$ cat src/shared/sleep_pkg.sv
package sleep_pkg;
  // Sleep mode selector
  typedef enum logic [2:0] {
    MODE_IDLE = 3'b000,
    MODE_ADC_QUIET = 3'b001,
    MODE_POWER_DOWN = 3'b010,
    MODE_POWER_SAVE = 3'b011,
    MODE_STANDBY = 3'b110,
    MODE_EXT_STANDBY = 3'b111
  } sleep_mode_t;

  typedef enum logic [1:0] {
    ST_RUN = 2'b00,
    ST_SLEEP = 2'b01,
    ST_WAKE = 2'b10
  } sleep_state_t;

  // Domain enable vector bit positions
  localparam int DOM_CORE = 0;
  localparam int DOM_IO = 1;
  localparam int DOM_ADC = 2;
  localparam int DOM_ASYNC = 3;
  localparam int DOM_OSC = 4;
  localparam int DOM_W = 5;
  localparam logic [4:0] DOM_RESET = 5'h1f;

  // Wake source bit positions
  localparam int WAKE_EXT = 0;
  localparam int WAKE_IO = 1;
  localparam int WAKE_ADC = 2;
  localparam int WAKE_ASYNC = 3;
  localparam int WAKE_W = 4;

  // Restart delay when the oscillator was stopped
  localparam int OSC_START_NS = 1000;
  localparam int CLK_PERIOD_NS = 25;
  localparam int OSC_START_CYC = (OSC_START_NS + CLK_PERIOD_NS - 1) / CLK_PERIOD_NS;
  localparam logic [7:0] OSC_START_CYC_W = 8'(OSC_START_CYC);
  localparam logic [7:0] CNT_RESET = 8'h00;
endpackage : sleep_pkg

$ cat src/design/sleep_mode_clock_gating.sv
`timescale 1ns/1ps
// Function
// - Six software-chosen sleep modes, chosen before sleep entry.
// - Idle: core clock stops; peripherals, memory, timers, interrupts run.
// - Power-down: oscillator frozen, all stopped; only external interrupt or reset wakes.
// - Power-save: asynchronous timer keeps running, rest as power-down.
// - ADC quiet: core and peripherals stop except asynchronous timer and converter.
// - Standby: oscillator runs, everything else sleeps, fast wake.
// - Extended standby: oscillator and asynchronous timer run, rest sleeps.
module sleep_mode_clock_gating
  import sleep_pkg::*;
(
  input wire logic clock, // System clock
  input wire logic rst, // Async reset, active high
  input wire logic [2:0] mode_sel, // Mode chosen by software
  input wire logic sleep_req, // Core sleep request pulse
  input wire logic [3:0] wake_src, // Wake events: ext, io, adc, async
  output logic core_clk_en, // Core clock enable
  output logic io_clk_en, // Peripheral clock enable
  output logic adc_clk_en, // Converter clock enable
  output logic async_clk_en, // Asynchronous timer enable
  output logic osc_en, // Main oscillator enable
  output logic asleep // Sleep in progress
);
  sleep_state_t state_q;
  logic [2:0] mode_q;
  logic [4:0] dom_q;
  logic [7:0] cnt_q;
  logic [4:0] dom_keep;
  logic [3:0] wake_ok;
  logic osc_off;
  logic legal;
  logic wake_hit;

  sleep_mode_decode u_dec (
    .mode(mode_q),
    .dom_keep(dom_keep),
    .wake_ok(wake_ok),
    .osc_off(osc_off),
    .legal(legal)
  );

  logic [4:0] sel_keep;
  logic sel_legal;
  sleep_mode_decode u_sel (
    .mode(mode_sel),
    .dom_keep(sel_keep),
    .wake_ok(),
    .osc_off(),
    .legal(sel_legal)
  );

  assign wake_hit = |(wake_src & wake_ok);

  // Mode latched at sleep entry
  always_ff @(posedge clock or posedge rst) begin
    if (rst) begin
      mode_q <= MODE_IDLE;
    end else if (state_q == ST_RUN && sleep_req && sel_legal) begin
      mode_q <= mode_sel;
    end
  end

  always_ff @(posedge clock or posedge rst) begin
    if (rst) begin
      state_q <= ST_RUN;
      cnt_q <= CNT_RESET;
    end else begin
      case (state_q)
        ST_RUN: begin
          if (sleep_req && sel_legal) begin
            state_q <= ST_SLEEP;
          end
        end
        ST_SLEEP: begin
          // A bad latched mode falls back through wake
          if (wake_hit || !legal) begin
            state_q <= ST_WAKE;
            cnt_q <= osc_off ? OSC_START_CYC_W : CNT_RESET;
          end
        end
        ST_WAKE: begin
          if (cnt_q == CNT_RESET) begin
            state_q <= ST_RUN;
          end else begin
            cnt_q <= cnt_q - 8'h01;
          end
        end
        default: begin
          state_q <= ST_RUN;
        end
      endcase
    end
  end

  // Domain enables; core follows the others back on wake
  always_ff @(posedge clock or posedge rst) begin
    if (rst) begin
      dom_q <= DOM_RESET;
    end else begin
      case (state_q)
        ST_RUN: begin
          if (sleep_req && sel_legal) begin
            dom_q <= sel_keep;
          end else begin
            dom_q <= DOM_RESET;
          end
        end
        ST_SLEEP: begin
          if (wake_hit || !legal) begin
            dom_q <= DOM_RESET & ~(5'h01 << DOM_CORE);
          end else begin
            dom_q <= dom_keep;
          end
        end
        ST_WAKE: begin
          if (cnt_q == CNT_RESET) begin
            dom_q <= DOM_RESET;
          end else begin
            dom_q <= DOM_RESET & ~(5'h01 << DOM_CORE);
          end
        end
        default: begin
          dom_q <= DOM_RESET;
        end
      endcase
    end
  end

  always_ff @(posedge clock or posedge rst) begin
    if (rst) begin
      core_clk_en <= 1'b1;
      io_clk_en <= 1'b1;
      adc_clk_en <= 1'b1;
      async_clk_en <= 1'b1;
      osc_en <= 1'b1;
      asleep <= 1'b0;
    end else begin
      core_clk_en <= dom_q[DOM_CORE];
      io_clk_en <= dom_q[DOM_IO];
      adc_clk_en <= dom_q[DOM_ADC];
      async_clk_en <= dom_q[DOM_ASYNC];
      osc_en <= dom_q[DOM_OSC];
      asleep <= (state_q != ST_RUN);
    end
  end
endmodule : sleep_mode_clock_gating

$ cat src/design/sleep_mode_decode.sv
`timescale 1ns/1ps
module sleep_mode_decode
  import sleep_pkg::*;
(
  input wire logic [2:0] mode, // Selected mode
  output logic [4:0] dom_keep, // Domains kept running in sleep
  output logic [3:0] wake_ok, // Wake sources allowed
  output logic osc_off, // Oscillator stops
  output logic legal // Mode code is valid
);
  always_comb begin
    dom_keep = 5'h00;
    wake_ok = 4'h1;
    osc_off = 1'b0;
    legal = 1'b1;
    case (mode)
      MODE_IDLE: begin
        dom_keep = 5'h1e;
        wake_ok = 4'hf;
      end
      MODE_ADC_QUIET: begin
        dom_keep = 5'h1c;
        wake_ok = 4'hd;
      end
      MODE_POWER_DOWN: begin
        dom_keep = 5'h00;
        wake_ok = 4'h1;
        osc_off = 1'b1;
      end
      MODE_POWER_SAVE: begin
        dom_keep = 5'h08;
        wake_ok = 4'h9;
        osc_off = 1'b1;
      end
      MODE_STANDBY: begin
        dom_keep = 5'h10;
        wake_ok = 4'h1;
      end
      MODE_EXT_STANDBY: begin
        dom_keep = 5'h18;
        wake_ok = 4'h9;
      end
      default: begin
        legal = 1'b0;
      end
    endcase
  end
endmodule : sleep_mode_decode

$ cat config.mk
export PLATFORM = sky130hd
export DESIGN_NAME = sleep_mode_clock_gating
export DESIGN_NICKNAME = d
export VERILOG_FILES = /design/src/shared/sleep_pkg.sv /design/src/design/sleep_mode_clock_gating.sv /design/src/design/sleep_mode_decode.sv
export SDC_FILE = /design/constraint.sdc
export NUM_CORES = 1
export LEC_CHECK = 0
export BUFFER_PORTS_ARGS = -buffer_cell sky130_fd_sc_hd__buf_2
export CAP_MARGIN = 20
export CORE_MARGIN = 3
export CORE_UTILIZATION = 54
export CTS_CLUSTER_SIZE = 10
export DETAILED_ROUTE_END_ITERATION = 8
export PLACE_DENSITY = 0.76
export SYNTH_ARGS = -nofsm -noshare
export SYNTH_HDL_FRONTEND = slang
export SYNTH_SLANG_ARGS = --single-unit
$ cat constraint.sdc
create_clock -name clock -period 2.12 [get_ports clock]
set_clock_uncertainty 0.2 [all_clocks]
set_input_delay 0.212 -clock clock [delete_from_list [all_inputs] [get_ports clock]]
set_output_delay 0.212 -clock clock [all_outputs]
set_load 0.01 [all_outputs]
==> results of run 1 <==
through the flow:
stage / util [%] / power (W)
after floorplan: - / 0.00130
after global placement: 66.4 / 0.00145
after detailed placement: 66.4 / 0.00149
after CTS: 71.5 / 0.00183
after global routing: 71.6 / 0.00198
final: 71.6 / 0.00184
placed cells by master, fill, tap and decap left out:
cell           synthesis  final
a211o_2                1      1
a21o_1                 1      1
a21oi_1                5      5
a311o_2                1      1
a31oi_1                4      4
a31oi_2                1      1
and3_1                 2      2
buf_2                  0     15
buf_4                  0      3
bufinv_16              0      1
clkbuf_4               0      3
dfrtp_1               14     14
dfstp_2               10     10
dlygate4sd3_1          0      4
ha_1                   2      2
inv_1                  6      6
mux2_2                 1      1
mux2_4                 1      1
nand2_1               12     12
nand2b_1               2      2
nand3b_1               2      2
nand4_1                1      1
nor2_1                13     13
nor2b_1                4      3
nor2b_2                0      1
nor3_1                 6      6
nor4b_1                1      1
o21a_1                 1      1
o21ai_0                3      3
o22a_1                 1      1
o31a_1                 1      1
o31ai_1                2      2
or2_1                  1      1
or2_2                  3      3
or4_1                  1      1
or4b_2                 1      1
final cells by class:
type | instances | area share [%]
clock buffer | 3 | 1.73
clock inverter | 1 | 2.30
inverter | 6 | 1.73
multi-input combinational | 74 | 34.3
sequential | 24 | 47.0
tap | 25 | 2.40
timing repair buffer | 22 | 10.6
registers in the layout (all words and copies together), names as in the netlist:
| register | count |
|---|---|
| adc_clk_en | 1 |
| io_clk_en | 1 |
| osc_en | 1 |
| state_q | 2 |
| core_clk_en | 1 |
| mode_q | 3 |
| async_clk_en | 1 |
| dom_q | 5 |
| cnt_q | 8 |
| asleep | 1 |
power breakdown:
group          total, W  internal (W)  switching, W  leakage (nW)
clock          0.000326      0.000191      0.000135        0.0279
sequential     0.000809      0.000658      0.000150         0.281
combinational  0.000701      0.000319      0.000382         0.279
total           0.00184       0.00117      0.000667         0.588
how the worst min path moves through the flow:
| stage | from | endpoint |
|---|---|---|
| 2_1_floorplan | rst | asleep |
| 6_report | wake_src[0] | state_q[0] |
| 3_3_place_gp | rst | cnt_q[2] |
| 4_1_cts | wake_src[0] | state_q[0] |
| 3_5_place_dp | rst | cnt_q[4] |
| 5_1_grt | wake_src[0] | state_q[0] |
repair_timing:
action	in CTS	in global routing
setup endpoints to repair	0	1
hold buffers	4	0
hold endpoints to repair	28	0
gates resized for setup	0	1
kinds of logic (layout without fill, tap and decap cells):
| logic type | count (synthesis) | after routing | share of synthesized area (%) |
|---|---|---|---|
| AOI/OAI and AO/OA | 21 | 21 | 13.4 |
| adders and majority gates | 2 | 2 | 2.29 |
| buffers and inverters | 8 | 32 | 3.43 |
| DFF | 24 | 24 | 56.0 |
| muxes | 2 | 2 | 2.40 |
| and+or+nand+nor | 49 | 49 | 22.5 |
worst min-delay path, cell delays in order:
cell and delay (ps):
buf_2 90, or4b_2 150, nand2_1 60
metal layers:
layer / vias to the layer above / share of wire (%)
met2: 32 / 49
met3: 5 / 6.0
met1: 399 / 43
li1: 416 / -
met4: 0 / 1.9
met5: - / 0
==> results.toml, run 1 <==
[outcome]
outcome = "complete, no violations"

[critical_path]
required_ps = 2130
crit_path_end = "cnt_q[1]"
critPathKind = "register to register"
arrival_ps = 1980
cp_top_family = "compound AO/OA/AOI/OAI gates"
path_buf_inv = 0
r2r_end = "cnt_q[1]"
end_kind = "register"
timing.rr.start = "mode_q[0]"
cp.depth = 5
cp-startpoint = "mode_q[0]"
cp_slowest_cell = "dfrtp_1"
reg2reg_depth = 5
reg2reg_slack_ps = 150
crit_chain = "nor2b_1 -> o21a_1 -> o31a_1 -> or2_1 -> mux2_4"
crit_fanout = 6
critical_path.max_stage_delay_ps = 440
startpoint_type = "register"

[sta]
relSlewSlack_pct = 75.5
setup_viol = 0
finalCriticalPeriod_ps = 1970
min_period_over_period_pct = 92.8
worst_pin_slew_ps = 366
hold_violations = 0
rsz0062_at_grt = "no"
maxSlewViolCount = 0
fin_ws_ps = 152
setup-tns-final_ps = 0
clock.fmax_ghz = 0.508
holdWs_ps = 18.4

[logic_synthesis]
yosysTopAreaCell = "dfrtp_1"
ys_seq_area_share_pct = 56.0
synth_edf_count = 0
yosysUniqueCellTypes = 32
synth_top_area_share_pct = 32.0
syn-instance-count = 106
syn_nets = 118
synth_most_common_cell = "dfrtp_1"
synth-warning-count = 0
netlist_area_mm2 = 0.00109
ys_async_sr_fraction_pct = 100
synth_common_cells = "dfrtp_1 (14), nor2_1 (13), nand2_1 (12)"
synthTopCellsByArea = "dfrtp_1 (32%), dfstp_2 (24%), nor2_1 (4.5%)"
synth_seq_cells = 24
ys.flop_type = "dfrtp_1"
syn_area_per_cell_um2 = 10.3

[global_routing]
grt_max_degree = 25
busiest_layer = "met2"
grt_use_met2_pct = 33.9
use_met1_pct = 25.2
use_met3_pct = 6.12
antenna_found_initial = 0
first_global_vias = 848
grt_pass1_wl_um = 3860
grt_overflow = 0
groute.usage.overall_pct = 20.4

[die]
start_util_pct = 60.1
num_rows = 15
dieHeight_um = 51.0
num_io_pins = 16
dieWidth_um = 51.0
dieArea_mm2 = 0.00260
core_mm2 = 0.00182

[clock_network]
postCtsSetupBuffers = 0
cts_buffers = 3
htreeDepth = 1
cts_root_buffer = "clkbuf_4"
clock_sinks = 24
cts_tree = "yes"
clk_pin_slew_ps = 130
worstSkewPairLatency_ps = 320
clk_path_buf_depth = 2

[placed_design]
post-place-ws_ps = 141
routabilityCongestion = 0.789
dpl_cell_area_mm2 = 0.00121
io_buffers = 15
dp_cells = 147
hpwl_um = 1550

[power]
peakVddDrop_mv = 1.15
power.density_mw_per_mm2 = 1410
p_leak_nw = 0.588

[routing]
routed_wl_um = 2160
via_count = 852
vias_per_cell = 5.50
ant_nets = 0
post_drt_wl_per_cell_um = 13.9
initialDrtViolationCount = 35
firstDrtPassIters = 4
drc_errors = 0

[layout]
multi_input_area_um2 = 447
fin_area_mm2 = 0.00130
register_area_um2 = 613
nFillCells = 142
nets = 143
syn2layout_area_growth_pct = 19.1
fin_cells = 155
antenna_cells = 0
layout-drive-gt1-share_pct = 32.3

[run]
maxCapViolations = 0

[worst_hold_path]
hp-class = "input port to register"
min_path_cells = 3
No activity file was read; power rests on OpenSTA's default activity.
==> run 2, diff against run 1 <==
- RECOVER_POWER: unset -> 100
==> results.toml, run 2 (synthesized netlist as in run 1, its figures left out) <==
[clock_network]
clk_pin_slew_ps = 130
htreeDepth = 1
cts_root_buffer = "clkbuf_4"
worstSkewPairLatency_ps = 320
clock_sinks = 24
cts_buffers = 3
clk_path_buf_depth = 2
cts_tree = "yes"

[power]
p_int_w = 0.00114
p_leak_nw = 0.563
p_switching_w = 0.000666
comb_power_share_pct = 37.1
power.density_mw_per_mm2 = 1410
peakVddDrop_mv = 1.13
p_seq_share_pct = 44.8
p_sw_share_pct = 36.9
power.share.clock_pct = 18.1

[routing]
drc_errors = 0
initialDrtViolationCount = 32
post_drt_wl_per_cell_um = 13.9
vias_per_cell = 5.57
ant_nets = 0
routed_wl_um = 2160
firstDrtPassIters = 5
via_count = 864

[critical_path]
crit_chain = "nor2b_1 -> o21a_1 -> o31a_1 -> or2_1 -> mux2_1"
required_ps = 2130
cp_slowest_cell = "dfrtp_1"
path_buf_inv = 0
startpoint_type = "register"
crit_fanout = 6
end_kind = "register"
cp.depth = 5
critPathKind = "register to register"
cp_top_family = "compound AO/OA/AOI/OAI gates"
arrival_ps = 1980
reg2reg_depth = 5
critical_path.max_stage_delay_ps = 440

[die]
core_mm2 = 0.00182
start_util_pct = 60.1
dieArea_mm2 = 0.00260
num_rows = 15
dieHeight_um = 51.0
dieWidth_um = 51.0
num_io_pins = 16

[layout]
final_common_cell = "dfrtp_1"
top_register = "cnt_q"
layout-drive-gt1-share_pct = 23.8
register_area_um2 = 613
largest_register_ffs = 8
fin_area_mm2 = 0.00128
reg_top3 = "cnt_q (8), dom_q (5), mode_q (3)"
final_cell_mix = "dfrtp_1 (14), nor2_1 (13), nand2_1 (12)"
nFillCells = 150
syn2layout_area_growth_pct = 17.3
multi_input_area_um2 = 443
antenna_cells = 0
nets = 143

[sta]
clock.fmax_ghz = 0.507
hold_violations = 0
worst_pin_slew_ps = 1220
rsz0062_at_grt = "no"
relSlewSlack_pct = 18.4
maxSlewViolCount = 0
min_period_over_period_pct = 93.1
finalCriticalPeriod_ps = 1970
setup_viol = 0
setup-tns-final_ps = 0

[global_routing]
first_global_vias = 848
antenna_found_initial = 0
grt_overflow = 0
groute.usage.overall_pct = 20.4
grt_max_degree = 25
grt_pass1_wl_um = 3860

[placed_design]
hpwl_um = 1550
dpl_cell_area_mm2 = 0.00121
routabilityCongestion = 0.789
io_buffers = 15

[worst_hold_path]
hp-class = "input port to register"
min_path_cells = 3

[outcome]
outcome = "complete, no violations"

[run]
maxCapViolations = 0
run 2: cell types whose count changed in the layout (fill, tap and decap cells not counted), sizes merged:
cell and change:
clkbuf +9, buf -9
run 2: final timing paths:
path | startpoint | to | slack [ps]
setup / recovery | mode_q[0] | cnt_q[1] | 150
hold / removal | wake_src[0] | state_q[0] | 20
setup reg to reg | mode_q[0] | cnt_q[1] | 150
hold reg to reg | dom_q[1] | io_clk_en | 170
max in group asynchronous | rst | asleep | 380
min in group asynchronous | rst | state_q[0] | 620
run 2: power by group through the flow:
stage               Clock (W)  Combinational [W]  Sequential, W
global placement            0           0.000654       0.000800
global route         0.000355           0.000759       0.000838
finish               0.000326           0.000669       0.000809
CTS                  0.000334           0.000694       0.000806
floorplan                   0           0.000512       0.000792
detailed placement          0           0.000680       0.000808
run 2: timing repair:
action | in CTS | in global routing
hold buffers | 4 | 0
endpoints found under the hold margin | 28 | 0
buffers inserted | 0 | 0
resized for setup | 0 | 1
endpoints found under the setup margin | 0 | 1
run 2: per-layer routing:
layer  vias to the layer above  track usage (%)  part of all wire (%)
li1                        419                -                     -
met1                       408             25.2                    42
met2                        32             33.9                    49
met3                         5             6.12                   6.2
met4                         0             6.73                   1.9
met5                         -                0                     0
run 2: tightest hold or removal path: stages:
cell	delay [ps]
buf_2	90
or4b_2	140
nand2_1	60
run 2: cell type report:
cell class / count / area share [%]
inverter: 6 / 1.75
tap: 25 / 2.44
multi-input combinational: 74 / 34.5
timing repair buffer: 22 / 9.45
clock inverter: 1 / 2.34
clock buffer: 3 / 1.75
sequential: 24 / 47.8
run 2: through the flow:
| stage | util (%) | total power [W] | hold WS, ps | worst slack (ps) | cells |
|---|---|---|---|---|---|
| 2_1_floorplan | - | 0.00130 | 19.2 | 195 | 106 |
| 3_3_place_gp | 66.4 | 0.00145 | 58.6 | 214 | 147 |
| 3_5_place_dp | 66.4 | 0.00149 | 77.3 | 141 | 147 |
| 4_1_cts | 71.5 | 0.00183 | 8.41 | 125 | 155 |
| 5_1_grt | 70.5 | 0.00195 | 5.33 | 54.7 | 155 |
| 6_report | 70.5 | 0.00180 | 16.5 | 147 | 155 |
==> run 3, diff against run 2 <==
- CTS_BUF_LIST: unset -> sky130_fd_sc_hd__clkbuf_8 sky130_fd_sc_hd__clkbuf_16
- SETUP_SLACK_MARGIN: unset -> 0.3
==> results.toml, run 3 (synthesized netlist as in run 1, its figures left out) <==
[clock_network]
clock_sinks = 24
cts_tree = "yes"
cts_buffers = 3
clk_pin_slew_ps = 80
htreeDepth = 1
cts_root_buffer = "clkbuf_8"
worstSkewPairLatency_ps = 260
clk_path_buf_depth = 2

[layout]
fin_area_mm2 = 0.00142
antenna_cells = 0
fin_cells = 166
reg_top3 = "cnt_q (8), dom_q (5), mode_q (3)"
top_register = "cnt_q"
nets = 154
largest_register_ffs = 8
fin_util_pct = 78.1
layout-drive-gt1-share_pct = 39.7
nFillCells = 112
final_cell_mix = "dfrtp_1 (14), nand2_1 (12), nor2_1 (12), buf_4 (12), dfstp_2 (10)"
final_common_cell = "dfrtp_1"
syn2layout_area_growth_pct = 29.9

[global_routing]
grt_overflow = 0
grt_max_degree = 20
first_global_vias = 884
groute.usage.overall_pct = 21.1
antenna_found_initial = 0
grt_pass1_wl_um = 4060

[die]
num_io_pins = 16
num_rows = 15
dieArea_mm2 = 0.00260
dieHeight_um = 51.0
dieWidth_um = 51.0
start_util_pct = 60.1
core_mm2 = 0.00182

[placed_design]
hpwl_um = 1550
dp_cells = 146
dpl_cell_area_mm2 = 0.00122
io_buffers = 15
routabilityCongestion = 0.848

[critical_path]
crit_chain = "inv_1 -> ha_4 -> nor2b_4 -> a31oi_2 -> or2_4 -> mux2_4"
cp_slowest_cell = "dfrtp_1"
arrival_ps = 1900
critPathKind = "register to register"
required_ps = 2070
crit_fanout = 6
critical_path.max_stage_delay_ps = 380
end_kind = "register"
startpoint_type = "register"

[outcome]
outcome = "complete, no violations"

[routing]
routed_wl_um = 2580
post_drt_wl_per_cell_um = 15.5
firstDrtPassIters = 4
drc_errors = 0
ant_nets = 0
vias_per_cell = 5.80
initialDrtViolationCount = 26
via_count = 962

[sta]
setup_viol = 0
finalCriticalPeriod_ps = 1950
clock.fmax_ghz = 0.514
relSlewSlack_pct = 54.5
rsz0062_at_grt = "yes"
hold_violations = 0
min_period_over_period_pct = 91.8
setup-tns-final_ps = 0
maxSlewViolCount = 0
worst_pin_slew_ps = 682

[power]
peakVddDrop_mv = 0.959
p_leak_nw = 0.645
power.density_mw_per_mm2 = 1480
finalPower_w = 0.00211

[worst_hold_path]
hp-class = "input port to register"

[run]
maxCapViolations = 0
[run 3: power by group]
group | switching, W | internal (W) | leakage (nW)
clock | 0.000135 | 0.000165 | 0.0288
sequential | 0.000148 | 0.000660 | 0.281
combinational | 0.000501 | 0.000498 | 0.335
total | 0.000784 | 0.00132 | 0.645
[run 3: path summary, 6_finish.rpt]
path	start	to	slack, ps	cells past startpoint
max in group asynchronous	rst	io_clk_en	600	4
setup / recovery	cnt_q[0]	cnt_q[1]	170	6
min in group asynchronous	rst	asleep	410	3
hold / removal	mode_sel[0]	mode_q[0]	30	2
hold reg to reg	dom_q[0]	core_clk_en	160	0
setup reg to reg	cnt_q[0]	cnt_q[1]	170	6
[run 3: cell type report]
cell class              instances  area (um^2)  area share [%]
flip-flops and latches         24          613            43.1
multi-input cells              74          493            34.7
inverters                       6         22.5            1.58
well taps                      25         31.3            2.20
clock buffers                   4         55.1            3.87
repair buffers                 33          208            14.6
[run 3: worst max-delay path: cells and delay by family (launching register included)]
| kind | cells | cell delay [ps] |
|---|---|---|
| simple gates | 2 | 350 |
| flops | 1 | 380 |
| buf+inv | 1 | 110 |
| compound gates | 1 | 330 |
| mux | 1 | 290 |
| fa+ha+maj | 1 | 170 |
[run 3: what timing repair did]
item,4_1_cts,5_1_grt
endpoints found under the setup margin,5,12
buffers inserted,9,5
hold buffers,2,0
endpoints found under the hold margin,15,0
resized for setup,9,8
pin swaps,4,6
[run 3: stage by stage]
| stage | hold WS [ps] | setup WS (ps) |
|---|---|---|
| 5_1_grt | 25.9 | 126 |
| 6_report | 29.2 | 174 |
| 4_1_cts | 23.4 | 296 |
| 3_5_place_dp | 148 | 203 |
| 3_3_place_gp | 145 | 246 |
| 2_1_floorplan | 19.2 | 283 |
[run 3: per-layer routing]
layer	vias up	global-route usage [%]	wire length (um)
li1	440	-	-
met1	458	27.0	1040
met2	50	35.0	1240
met3	14	2.62	166
met4	0	10.3	125
met5	-	0	0
